## config.mk

```make
export PLATFORM = sky130hd
export DESIGN_NAME = bbc_top
export DESIGN_NICKNAME = d
export VERILOG_FILES = /design/src/bbc_pkg.sv /design/src/bbc_beat_if.sv /design/src/bbc_beat_next.sv /design/src/bbc_top.sv
export VERILOG_INCLUDE_DIRS = /design/src /design/src/src
export SDC_FILE = /design/constraint.sdc
export NUM_CORES = 1
export LEC_CHECK = 0
export ABC_CLOCK_PERIOD_IN_PS = 4300
export BUFFER_PORTS_ARGS = -buffer_cell sky130_fd_sc_hd__buf_2
export CORE_ASPECT_RATIO = 0.7
export CORE_MARGIN = 2
export CORE_UTILIZATION = 30
export DETAILED_ROUTE_END_ITERATION = 6
export GPL_TIMING_DRIVEN = 1
export MAX_ROUTING_LAYER = met4
export PLACE_DENSITY_LB_ADDON = 0.25
export RECOVER_POWER = 50
export SYNTH_ARGS = -nofsm -noshare
export SYNTH_HDL_FRONTEND = slang
export SYNTH_SLANG_ARGS = --single-unit
```

## constraint.sdc

```tcl
create_clock -name CLK_SYS_I -period 4.3 [get_ports CLK_SYS_I]
set_clock_uncertainty 0.1 [all_clocks]
set_input_delay 0.43 -clock CLK_SYS_I [delete_from_list [all_inputs] [get_ports CLK_SYS_I]]
set_output_delay 0.43 -clock CLK_SYS_I [all_outputs]
set_load 0.005 [all_outputs]
```

## src/bbc_map.svh

```systemverilog
`ifndef BBC_MAP_SVH
`define BBC_MAP_SVH

// ----------------------------------------------------------------
// beat operation select encodings
// ----------------------------------------------------------------
`define BBC_OP_HOLD        2'h0
`define BBC_OP_DECR        2'h1
`define BBC_OP_LOAD        2'h2
`define BBC_OP_SPARE       2'h3

// ----------------------------------------------------------------
// counter values
// ----------------------------------------------------------------
`define BBC_COUNT_RST      2'h0
`define BBC_COUNT_ZERO     2'h0
`define BBC_COUNT_STEP     2'h1
`define BBC_FULL_BLOCK     2'h3

// ----------------------------------------------------------------
// register offsets
// ----------------------------------------------------------------
`define BBC_REG_CTRL       4'h0
`define BBC_REG_STATUS     4'h4
`define BBC_REG_LOADS      4'h8
`define BBC_REG_WRAPS      4'hC

// ----------------------------------------------------------------
// field positions and reset values
// ----------------------------------------------------------------
`define BBC_CTRL_FLAG_EN   0
`define BBC_CTRL_RST       1'h1
`define BBC_ST_COUNT_LSB   0
`define BBC_ST_ZERO        2
`define BBC_ST_DRAM        3
`define BBC_ST_OP_LSB      4
`define BBC_ST_WRITE       6
`define BBC_EVT_RST        16'h0000
`define BBC_EVT_ONE        16'h0001

`endif

```

## src/bbc_pkg.sv

```systemverilog
`include "bbc_map.svh"

package bbc_pkg;
	typedef enum logic [1:0] {
		BBC_HOLD  = `BBC_OP_HOLD,
		BBC_DECR  = `BBC_OP_DECR,
		BBC_LOAD  = `BBC_OP_LOAD,
		BBC_SPARE = `BBC_OP_SPARE
	} bbc_op_e;

	typedef logic [1:0]  bbc_count_t;
	typedef logic [15:0] bbc_evt_t;
endpackage

```

## src/bbc_beat_if.sv

```systemverilog
`timescale 1ns/10ps

interface bbc_beat_if;
	bbc_pkg::bbc_op_e   op;
	logic               line_fill;
	logic [1:0]         word_addr;
	bbc_pkg::bbc_count_t count;
	bbc_pkg::bbc_count_t count_next;
	logic               zero_next;

	modport core (
		input  op,
		input  line_fill,
		input  word_addr,
		input  count,
		output count_next,
		output zero_next
	);

	modport ctrl (
		output op,
		output line_fill,
		output word_addr,
		output count,
		input  count_next,
		input  zero_next
	);
endinterface

```

## src/bbc_beat_next.sv

```systemverilog
`timescale 1ns/10ps
`include "bbc_map.svh"

module bbc_beat_next (
	// operation, inputs and present count
	bbc_beat_if.core beat
);
	// ----------------------------------------------------------------
	// load value
	// ----------------------------------------------------------------
	// line fill forces a whole block, else room left to the boundary
	function automatic logic [1:0] load_value(input logic fill, input logic [1:0] addr);
		load_value = fill ? `BBC_FULL_BLOCK : ~addr;
	endfunction

	// ----------------------------------------------------------------
	// next count
	// ----------------------------------------------------------------
	wire is_load = (beat.op == bbc_pkg::BBC_LOAD);
	wire is_decr = (beat.op == bbc_pkg::BBC_DECR);
	// fill hint used raw in this cycle, no earlier sampling needed
	wire [1:0] load_val = load_value(beat.line_fill, beat.word_addr);
	// wraps 0 to 3 by plain 2-bit arithmetic
	wire [1:0] decr_val = beat.count - `BBC_COUNT_STEP;

	// spare encoding falls through to hold
	assign beat.count_next = is_load ? load_val : (is_decr ? decr_val : beat.count);
	assign beat.zero_next  = (beat.count_next == `BBC_COUNT_ZERO);
endmodule

```

## src/bbc_top.sv

```systemverilog
`timescale 1ns/10ps
`include "bbc_map.svh"

// How it works
// - a 2-bit beat counter driven by main control, seen by main and DRAM machines
// - two-bit select gives hold, decrement or request load; idle select holds
// - decrement subtracts one; decrement at zero wraps to three
// - without line fill, load stores inverse of the two low word-address bits
// - with line fill, load stores three whatever the low address bits
// - zero is reported to the main machine for SSRAM, DRAM machine for BEDO
// - count updates on the clock edge after the select is presented
// - line fill hint feeds the load directly in the load cycle
module bbc_top (
	// clock and reset
	input  wire logic        CLK_SYS_I,
	input  wire logic        RST_B_I,
	// beat control from main state machine
	input  wire logic [1:0]  BEAT_OP_I,
	input  wire logic        LINE_FILL_I,
	input  wire logic        CPU_WRITE_I,
	input  wire logic [1:0]  WORD_ADDR_I,
	input  wire logic        DRAM_XFER_I,
	// register port
	input  wire logic [3:0]  REG_ADDR_I,
	input  wire logic [31:0] REG_WDATA_I,
	input  wire logic        REG_WR_I,
	input  wire logic        REG_RD_I,
	output logic      [31:0] REG_RDATA_O,
	// count and boundary flags
	output logic      [1:0]  BEAT_COUNT_O,
	output logic             BEAT_ZERO_O,
	output logic             SSRAM_BOUNDARY_O,
	output logic             DRAM_BOUNDARY_O
);
	// ----------------------------------------------------------------
	// state
	// ----------------------------------------------------------------
	bbc_pkg::bbc_count_t count_q;
	logic                zero_q;
	logic                dram_sel_q;
	logic                dram_sel_d;
	logic                wrote_q;
	logic                wrote_d;
	bbc_pkg::bbc_op_e    last_op_q;
	logic                flag_en_q;
	bbc_pkg::bbc_evt_t   loads_q;
	bbc_pkg::bbc_evt_t   loads_d;
	bbc_pkg::bbc_evt_t   wraps_q;
	bbc_pkg::bbc_evt_t   wraps_d;
	logic                ssram_bnd_d;
	logic                dram_bnd_d;
	logic                ssram_bnd_q;
	logic                dram_bnd_q;
	logic [31:0]         rdata_d;
	logic [31:0]         rdata_q;
	logic [31:0]         status_w;

	// ----------------------------------------------------------------
	// next-count logic
	// ----------------------------------------------------------------
	bbc_beat_if beat ();

	assign beat.op        = bbc_pkg::bbc_op_e'(BEAT_OP_I);
	assign beat.line_fill = LINE_FILL_I;
	assign beat.word_addr = WORD_ADDR_I;
	assign beat.count     = count_q;

	bbc_beat_next u_next (
		.beat (beat.core)
	);

	// ----------------------------------------------------------------
	// op decode
	// ----------------------------------------------------------------
	wire op_load  = (BEAT_OP_I == `BBC_OP_LOAD);
	wire op_decr  = (BEAT_OP_I == `BBC_OP_DECR);
	// a decrement from zero starts the next block
	wire wrap_evt = op_decr && (count_q == `BBC_COUNT_ZERO);

	// target memory is latched with the load, held for the transfer
	assign dram_sel_d = op_load ? DRAM_XFER_I : dram_sel_q;
	assign wrote_d    = op_load ? CPU_WRITE_I : wrote_q;

	// zero routed to the machine that owns the current target
	assign ssram_bnd_d = flag_en_q && beat.zero_next && !dram_sel_d;
	assign dram_bnd_d  = flag_en_q && beat.zero_next && dram_sel_d;

	// ----------------------------------------------------------------
	// counter registers
	// ----------------------------------------------------------------
	// one edge from select to new count; outputs stay flop driven
	always_ff @(posedge CLK_SYS_I or negedge RST_B_I) begin
		if (!RST_B_I) begin
			count_q <= `BBC_COUNT_RST;
			zero_q  <= 1'h1;
		end else begin
			count_q <= beat.count_next;
			zero_q  <= beat.zero_next;
		end
	end

	always_ff @(posedge CLK_SYS_I or negedge RST_B_I) begin
		if (!RST_B_I) begin
			dram_sel_q  <= 1'h0;
			wrote_q     <= 1'h0;
			last_op_q   <= bbc_pkg::BBC_HOLD;
			ssram_bnd_q <= 1'h0;
			dram_bnd_q  <= 1'h0;
		end else begin
			dram_sel_q  <= dram_sel_d;
			wrote_q     <= wrote_d;
			last_op_q   <= bbc_pkg::bbc_op_e'(BEAT_OP_I);
			ssram_bnd_q <= ssram_bnd_d;
			dram_bnd_q  <= dram_bnd_d;
		end
	end

	// ----------------------------------------------------------------
	// register decode
	// ----------------------------------------------------------------
	wire hit_ctrl   = (REG_ADDR_I == `BBC_REG_CTRL);
	wire hit_status = (REG_ADDR_I == `BBC_REG_STATUS);
	wire hit_loads  = (REG_ADDR_I == `BBC_REG_LOADS);
	wire hit_wraps  = (REG_ADDR_I == `BBC_REG_WRAPS);

	wire wr_ctrl  = REG_WR_I && hit_ctrl;
	wire clr_load = REG_WR_I && hit_loads;
	wire clr_wrap = REG_WR_I && hit_wraps;

	// clear and event together leave one: the event is not lost
	assign loads_d = clr_load ? (op_load ? `BBC_EVT_ONE : `BBC_EVT_RST)
	                          : (op_load ? loads_q + `BBC_EVT_ONE : loads_q);
	assign wraps_d = clr_wrap ? (wrap_evt ? `BBC_EVT_ONE : `BBC_EVT_RST)
	                          : (wrap_evt ? wraps_q + `BBC_EVT_ONE : wraps_q);

	always_comb begin
		status_w = 32'h0000_0000;
		status_w[`BBC_ST_COUNT_LSB +: 2] = count_q;
		status_w[`BBC_ST_ZERO]           = zero_q;
		status_w[`BBC_ST_DRAM]           = dram_sel_q;
		status_w[`BBC_ST_OP_LSB +: 2]    = last_op_q;
		status_w[`BBC_ST_WRITE]          = wrote_q;
	end

	// unmapped offsets read zero; data only in the cycle after the strobe
	always_comb begin
		rdata_d = 32'h0000_0000;
		if (REG_RD_I && hit_ctrl) begin
			rdata_d[`BBC_CTRL_FLAG_EN] = flag_en_q;
		end else if (REG_RD_I && hit_status) begin
			rdata_d = status_w;
		end else if (REG_RD_I && hit_loads) begin
			rdata_d = {16'h0000, loads_q};
		end else if (REG_RD_I && hit_wraps) begin
			rdata_d = {16'h0000, wraps_q};
		end
	end

	// ----------------------------------------------------------------
	// register storage
	// ----------------------------------------------------------------
	always_ff @(posedge CLK_SYS_I or negedge RST_B_I) begin
		if (!RST_B_I) begin
			flag_en_q <= `BBC_CTRL_RST;
			loads_q   <= `BBC_EVT_RST;
			wraps_q   <= `BBC_EVT_RST;
			rdata_q   <= 32'h0000_0000;
		end else begin
			if (wr_ctrl) begin
				flag_en_q <= REG_WDATA_I[`BBC_CTRL_FLAG_EN];
			end
			loads_q <= loads_d;
			wraps_q <= wraps_d;
			rdata_q <= rdata_d;
		end
	end

	// ----------------------------------------------------------------
	// outputs
	// ----------------------------------------------------------------
	assign REG_RDATA_O      = rdata_q;
	assign BEAT_COUNT_O     = count_q;
	assign BEAT_ZERO_O      = zero_q;
	assign SSRAM_BOUNDARY_O = ssram_bnd_q;
	assign DRAM_BOUNDARY_O  = dram_bnd_q;
endmodule

```

### Word level (Yosys, flattened, before mapping)

Index checks and enable logic that the tools add are counted.
Widths: inputs -> output; s select.

| storage, ports and cells | value |
|---|---|
| flip-flop bits (word level) | 74 |
| output and inout bits | 37 |
| logic and storage cells | 52 |

| operators by class | value |
|---|---|
| reductions and logical operators | 17 |
| add/subtract/negate cells | 3 |
| mux-type cells | 15 |
| equal/unequal tests | 5 |
| bitwise operators | 1 |

Operators with widths:

| operator | count |
|---|---|
| $mux 16 | 5 |
| $mux 32 | 2 |
| $add 16x1->16 const B | 2 |
| $mux 31 | 1 |
| $logic_and 1x1->1 | 11 |
| $eq 4x4->1 const B | 2 |
| $mux 2 | 3 |
| $eq 4x3->1 const B | 1 |
| $logic_not 2->1 | 2 |
| $logic_not 4->1 | 1 |
| $mux 1 | 4 |
| $reduce_bool 2->1 | 2 |
| $eq 2x1->1 const B | 1 |
| $eq 2x2->1 const B | 1 |
| $not 2->2 | 1 |
| $sub 2x1->2 const B | 1 |
| $logic_not 1->1 | 1 |

### Logic depth before layout (Yosys ltp)

Gate-level depths: netlist of run 1.

| depth | value |
|---|---|
| depth after elaboration | 6 |
| mapped depth | 7 |

### Cells and area by module

A second synthesis of run 1 with hierarchy kept.

| second synthesis, totals | value |
|---|---|
| cell total of the unflattened synthesis | 281 |
| area, all modules | 2876.5 µm² |

By module, submodules not included:

| module | area each (µm²) | cells an instance | seq. area each (µm²) | times used |
|---|---|---|---|---|
| bbc_top | 2775.2 | 268 | 1453.9 | 1 |
| bbc_beat_next | 101.3 | 13 | 0.0 | 1 |

### Least setup slack after synthesis of run 1

Ideal clock, no wire load.

| path | value |
|---|---|
| path kind | input-to-reg |
| start point | input BEAT_OP_I[0] |
| end point | register loads_q[15] |
| data required time | 4122 ps |
| library setup time | 78 ps |
| arrival | 1721 ps |
| path slack | 2401 ps |
| path buffers | 2 |
| stages on the path | 6 |
| path through | buf_6 > nand2b_4 > or2_2 > clkbuf_1 > or4_1 > a21oi_1 |

| between the ends | value |
|---|---|
| word-level cells in the longest chain between the ends | 2 |

RTL lines:

| what | RTL line | text |
|---|---|---|
| from (decl) | bbc_top.sv:18 | `input wire logic [1:0] BEAT_OP_I,` |
| $eq 2x2->1 (no source line) | n/a |  |
| $reduce_bool 2->1 (no source line) | n/a |  |
| to (signal assigned) | bbc_top.sv:165 | `` loads_q <= `BBC_EVT_RST; `` |
| to (signal assigned) | bbc_top.sv:172 | `loads_q <= loads_d;` |
| to (decl) | bbc_top.sv:46 | `bbc_pkg::bbc_evt_t loads_q;` |

No other way between the ends.
A chain may end at the register's enable or synchronous reset.

==> results of run 1 <==
## kinds of logic (layout without fill, tap and decap cells)
kind of cell	count (synthesis)	after routing
XOR/XNOR	22	22
other	1	16
AO/OA/AOI/OAI	28	28
AND/OR/NAND/NOR	122	122
multiplexers	18	18
flip-flops	58	58
adder cells (fa/ha/maj)	3	3
buffers and inverters	31	58
## final timing paths
kind                            startpoint         endpoint  slack, ps  cells after the start
hold reg to reg                    wrote_q          wrote_q        420                      2
hold / removal                 CPU_WRITE_I          wrote_q        210                      3
min in group asynchronous          RST_B_I  DRAM_BOUNDARY_O        580                      2
max in group CLK_SYS_I       REG_ADDR_I[2]       loads_q[0]       2150                      5
setup / recovery                   RST_B_I   REG_RDATA_O[5]       1980                      3
setup reg to reg           BEAT_COUNT_O[0]      wraps_q[13]       2230                      6
## stage by stage
stage / instance area [um^2] / util / hold WS, ps / total power [mW] / instances
2_1_floorplan: 2972 / - / 34.41 / 0.7707 / 298
3_3_place_gp: 3147 / 0.3288 / 234.8 / 0.8244 / 436
3_5_place_dp: 3147 / 0.3288 / 236.4 / 0.8268 / 436
4_1_cts: 3441 / 0.3595 / 199.9 / 1.497 / 453
5_1_grt: 3411 / 0.3563 / 229.6 / 1.560 / 453
6_report: 3411 / 0.3563 / 206.3 / 1.475 / 453
## sequential cells by signal, summed over array words and instances (netlist names)
signal            flops
REG_RDATA_O          16
loads_q              16
wraps_q              16
BEAT_COUNT_O          2
last_op_q             2
BEAT_ZERO_O           1
DRAM_BOUNDARY_O       1
SSRAM_BOUNDARY_O      1
dram_sel_q            1
flag_en_q             1
wrote_q               1
## routing by layer
layer / up-vias / share of wire
met3: 7 / 0.038
met5: - / 0
li1: 1036 / -
met4: 0 / 0.012
met2: 38 / 0.44
met1: 995 / 0.51
## tightest hold or removal path, delay by kind of cell
kind,cells,cell delay (ps)
and+or+nand+nor,2,90
buffers and inverters,1,80
## power groups by stage
stage	Sequential (mW)	Clock [mW]	Combinational (mW)
final	0.659	0.658	0.157
after global routing	0.667	0.709	0.184
after CTS	0.658	0.678	0.162
after detailed placement	0.666	0	0.161
after global placement	0.666	0	0.159
after floorplan	0.645	0	0.126
## cell usage in the layout (no fill, tap or decap), types with 2 or more instances in the layout
master | Yosys | layout
dfrtp_1 | 56 | 56
nor2_1 | 36 | 36
buf_2 | 3 | 20
nand2_1 | 19 | 19
clkbuf_1 | 7 | 18
conb_1 | 1 | 16
xor2_1 | 12 | 12
nand3_1 | 11 | 11
a21oi_1 | 11 | 11
xnor2_1 | 10 | 10
mux2i_1 | 9 | 9
nand4_1 | 9 | 9
clkbuf_16 | 0 | 9
o21ai_0 | 8 | 8
a22oi_1 | 6 | 6
mux2_2 | 8 | 6
and3_1 | 6 | 6
or3_1 | 6 | 6
nor3_1 | 5 | 5
inv_1 | 4 | 4
nor4_1 | 4 | 4
nand2b_1 | 2 | 3
and4_1 | 3 | 3
or3_2 | 3 | 3
ha_1 | 3 | 3
clkbuf_8 | 0 | 3
dfstp_2 | 2 | 2
and3b_1 | 2 | 2
mux2_1 | 0 | 2
nor2b_1 | 2 | 2
clkinv_2 | 0 | 2
## repair_timing
item,4_1_cts,5_1_grt
hold buffers,1,0
endpoints found under the hold margin,12,0
buffers inserted,0,0
gates resized for setup,0,0
## layout make-up
class | count | area, um^2
sequential | 58 | 1454
timing repair buffer | 38 | 175.2
clock buffer | 14 | 274.0
clock inverter | 2 | 10.01
fill | 974 | 6161
inverter | 4 | 15.01
multi-input combinational | 209 | 1323
tap | 128 | 160.2
==> summary.txt, run 1 <==
Port Buffers: 36
First-pass GRT wire length: 10360 um
Vias per cell: 4.583
DR WL/cell: 13.60 um
Die width: 121.8 um
Switching power total: 371.6 uW
Synth Area in Adders: 0.01288
Setup_tns: 0 ps
WS Path Type: input port to asynchronous set/reset pin
Leak Pwr: 1.552 nW
Top_reg_cell synth: dfrtp_1
Fin. max-slew vios: 0
TritonCTS Buffers: 9
Slew Limit Headroom: 0.2640
EDFF count, synth: 0
Tcrit/Tclk final: 0.5387
Row cnt: 30
Max Fclk: 431.7 MHz
Ant. Diodes: 0
CTS Root Cell: clkbuf_16
Mux share of post-synthesis cell area: 0.06953
CORE AREA: 0.009572 mm^2
TritonCTS Sinks: 58
GR Util met2: 0.1838
Net count of the finished layout: 370
Yosys cell types: 47
Final setup margin: 1984 ps
Count leader, synth: dfrtp_1
Final setup viols: 0
CP Max Fanout: 46
DRC viols: 0
Area growth from synthesis to layout: 17.00%
HPWL after DPL: 4468 um
Largest stage delay, worst path: 950 ps
Cell area after synthesis: 0.002915 mm^2
Final hold vios: 0
Gr busiest metal: met1
Synth Area in Simple Gates: 0.2309
Global-route total usage across every layer: 0.1357
Synth area leader: dfrtp_1
Gpl congestion: 0.7569
Post-route ant nets: 0
CTS max path bufs: 2
Top cells by area, synth: dfrtp_1 (48%), nor2_1 (4.6%), buf_4 (4.1%), xor2_1 (3.6%), mux2i_1 (3.1%)
Htree depth: 3
Hold/Removal Path Class: input port to flop
Cell-by-cell trace of the critical path: dlygate4sd3_1 -> clkbuf_1 -> clkbuf_2
Met3 usage: 0.04276
Worst setup SP type: input port
Synth cell count leaders: dfrtp_1 (56), nor2_1 (36), nand2_1 (19)
Initial antenna violation count: 0
Compound-gate portion of the synthesized area: 0.05622
RSZ-0062 raised after global routing: false
Chip Height: 86.48 um
Max-cap violations: 0
Post-synth top area share: 0.4807
Sequential share of the synthesized area: 0.4987
Ratio of cells with drive above 1 in the final layout: 0.1600
Syn Area/Cell: 10.30 um^2
Clock latency at the later pin of the worst-skew pair: 320 ps
Power per cell area: 432.4 mW/mm^2
CTS tree: yes
CP delay by family, top: buffers and inverters
Worst Tran Pin Value: 1104 ps
CP max stage cell: clkbuf_2
Clock power frac: 0.446
Number of global-route vias before repair: 1996
Flops & latches, synth: 58
Largest net degree at the start of global routing: 47
Peak supply drop: 0.0001663 V
Pint: 1.103 mW
Synthesis Warnings: 0
Via count: 2076
Sw Ratio: 0.2519
Worst EP arrival: 2480 ps
CTS clock-pin slew for the worst setup and hold paths: 50 ps
First-pass iteration count of the detailed router: 4
M1 GR Usage: 0.1865
Post-Synth XOR/XNOR Area: 0.06609
Starting Density: 0.3046
Crit path time final: 2316 ps
Number of top-level pins: 84
Crit path capture type: asynchronous set/reset pin
Critical Path RT: 4470 ps
Die ar.: 0.01053 mm^2
Reg power frac: 0.447
Post-Syn Instances: 283
Grt total ovfl: 0
Status: finished clean
Starting DRT DRC Count: 118
Gate power share: 0.107
Buf/Inv on CP: 3
Total Wirelength: 6161 um
Pre-CTS setup slack: 2114 ps
Largest family of logic cells by synthesized area: simple AND/OR/NAND/NOR gates
Asr flop ratio synth: 1.000
Power figures use the tool's default switching activity.
==> run 2: changes to the inputs <==
--- a/config.mk
+++ b/config.mk
@@ -6,7 +6,7 @@
 export SDC_FILE = /design/constraint.sdc
 export NUM_CORES = 1
 export LEC_CHECK = 0
-export ABC_CLOCK_PERIOD_IN_PS = 4300
+export ABC_CLOCK_PERIOD_IN_PS = 2200
 export BUFFER_PORTS_ARGS = -buffer_cell sky130_fd_sc_hd__buf_2
 export CORE_ASPECT_RATIO = 0.7
 export CORE_MARGIN = 2
==> constraint.sdc (replaced) <==
create_clock -name CLK_SYS_I -period 2.2 [get_ports CLK_SYS_I]
set_clock_uncertainty 0.1 [all_clocks]
set_input_delay 0.22 -clock CLK_SYS_I [delete_from_list [all_inputs] [get_ports CLK_SYS_I]]
set_output_delay 0.22 -clock CLK_SYS_I [all_outputs]
set_load 0.005 [all_outputs]
==> run 2 against run 1 <==
- utilization increased by 0.71 points
- register-to-register slack lost 2100 ps
- cell count grew 1.1%
- first-iteration DRC count decreased by 23%
- die area is the same
- via count rose by 1.9%
- clock-buffer cell count decreased by 1
- wire length is 1.8% higher
- combinational power grew 110%
- hold slack worse by 170 ps
- sequential power increased by 93%
- non-clock buffer count increased by 6
- critical path type is now flop to flop
==> summary.txt, run 2 (synthesis gave the netlist of run 1 again) <==
Status: finished clean
Max Fclk: 491.0 MHz
First-pass GRT wire length: 10710 um
Number of top-level pins: 84
Gpl congestion: 0.7952
Reg2reg end: wraps_q[14]
R2R setup slack: 160 ps
First-pass iteration count of the detailed router: 4
Fin. max-slew vios: 0
Critical path launch point: BEAT_COUNT_O[0]
CP endpoint: wraps_q[14]
Die ar.: 0.01053 mm^2
CTS tree: yes
FF-to-FF path depth: 6
HPWL after DPL: 4471 um
Final hold vios: 0
Ant. Diodes: 0
DR WL/cell: 13.69 um
Starting DRT DRC Count: 91
Post-route ant nets: 0
Ratio of cells with drive above 1 in the final layout: 0.1909
Worst EP arrival: 2180 ps
Row cnt: 30
WL met3: 193 um
Max layer used: met4
Slew Limit Headroom: 0.2724
Chip Height: 86.48 um
Number of global-route vias before repair: 2121
Tcrit/Tclk final: 0.9258
RSZ-0062 raised after global routing: false
Worst setup SP type: flop
CTS Root Cell: clkbuf_16
Met2 Routed Length: 2833 um
CP Max Fanout: 7
Max-cap violations: 0
Via count: 2116
DRC viols: 0
Fillers: 982
Power per cell area: 844.4 mW/mm^2
Global-route total usage across every layer: 0.1380
Total Wirelength: 6269 um
Initial antenna violation count: 0
Reg area: 0.001454 mm^2
Port Buffers: 36
Vias per cell: 4.620
Net count of the finished layout: 376
Grt total ovfl: 0
Area of the multi-input gates: 0.001330 mm^2
Clock latency at the later pin of the worst-skew pair: 320 ps
Worst Tran Pin Value: 1091 ps
Setup bufs post-CTS: 0
TritonCTS Sinks: 58
Largest net degree at the start of global routing: 59
Area growth from synthesis to layout: 19.31%
Pre-CTS setup slack: 169.3 ps
Crit path time final: 2037 ps
Met1 WL: 3187 um
Worst flop-to-flop path startpoint: BEAT_COUNT_O[0]
CTS max path bufs: 2
Starting Density: 0.3046
Setup_tns: 0 ps
CORE AREA: 0.009572 mm^2
CTS clock-pin slew for the worst setup and hold paths: 50 ps
Final setup viols: 0
Htree depth: 3
Hold/Removal Path Class: input port to flop
Most common cell after layout, fill and taps aside: dfrtp_1
WS Path Type: flop to flop
Peak supply drop: 0.0003119 V
Critical Path RT: 2340 ps
Most frequent cells in the layout: dfrtp_1 (56), nor2_1 (36), buf_2 (23)
TritonCTS Buffers: 9
Leak Pwr: 1.601 nW
Crit path capture type: flop
Final setup margin: 163.2 ps
Die width: 121.8 um
-- run 2: cell types whose count changed in the layout (fill, tap and decap cells not counted), sizes merged --
cell,delta
buf,+9
clkbuf,-5
dlygate4sd3,+1
-- run 2: per-stage QoR --
stage / cell area (um^2) / util / hold slack [ps] / std cells / power (mW)
final: 3478 / 0.3634 / 33.53 / 458 / 2.937
after global routing: 3478 / 0.3634 / 42.88 / 458 / 3.096
after CTS: 3495 / 0.3651 / 22.08 / 458 / 2.981
after detailed placement: 3184 / 0.3327 / 316.7 / 441 / 1.629
after global placement: 3184 / 0.3327 / 312.1 / 441 / 1.625
after floorplan: 2972 / - / -175.6 / 298 / 1.506
-- run 2: final cells by class --
cell class | count | share of cell area
clock buffers | 13 | 0.08058
clock inverters | 2 | 0.002878
inverters | 4 | 0.004317
multi-input cells | 209 | 0.3824
flip-flops and latches | 58 | 0.4180
well taps | 128 | 0.04604
repair buffers | 44 | 0.06583
-- run 2: repair_timing --
item | 4_1_cts | 5_1_grt
hold buffers | 2 | 0
resized for setup | 0 | 0
endpoints found under the setup margin | 0 | 0
endpoints found under the hold margin | 57 | 0
-- run 2: report_power, final --
group	total (mW)	internal (mW)	switching (mW)	leakage, nW
combinational	0.337	0.158	0.179	0.679
clock	1.33	0.872	0.453	0.147
sequential	1.27	1.16	0.110	0.775
-- run 2: worst max-delay path, cell delays in order (launching register included) --
cell and delay (ps):
dfrtp_1 440, inv_1 80, ha_1 240, nand3b_4 140
or3_1 450, or3_1 360, a21oi_1 140
-- run 2: worst min path at each step --
stage              startpoint               to  cells after the start
3_3_place_gp          RST_B_I  DRAM_BOUNDARY_O                      2
5_1_grt        REG_WDATA_I[0]        flag_en_q                      2
3_5_place_dp          RST_B_I  DRAM_BOUNDARY_O                      2
2_1_floorplan         RST_B_I  BEAT_COUNT_O[0]                      0
4_1_cts        REG_WDATA_I[0]        flag_en_q                      2
6_report       REG_WDATA_I[0]        flag_en_q                      2
-- run 2: per-layer routing --
metal,vias up,track usage
met1,1031,0.1897
met3,5,0.03618
li1,1045,-
met4,0,0.05643
met2,35,0.1930
met5,-,-
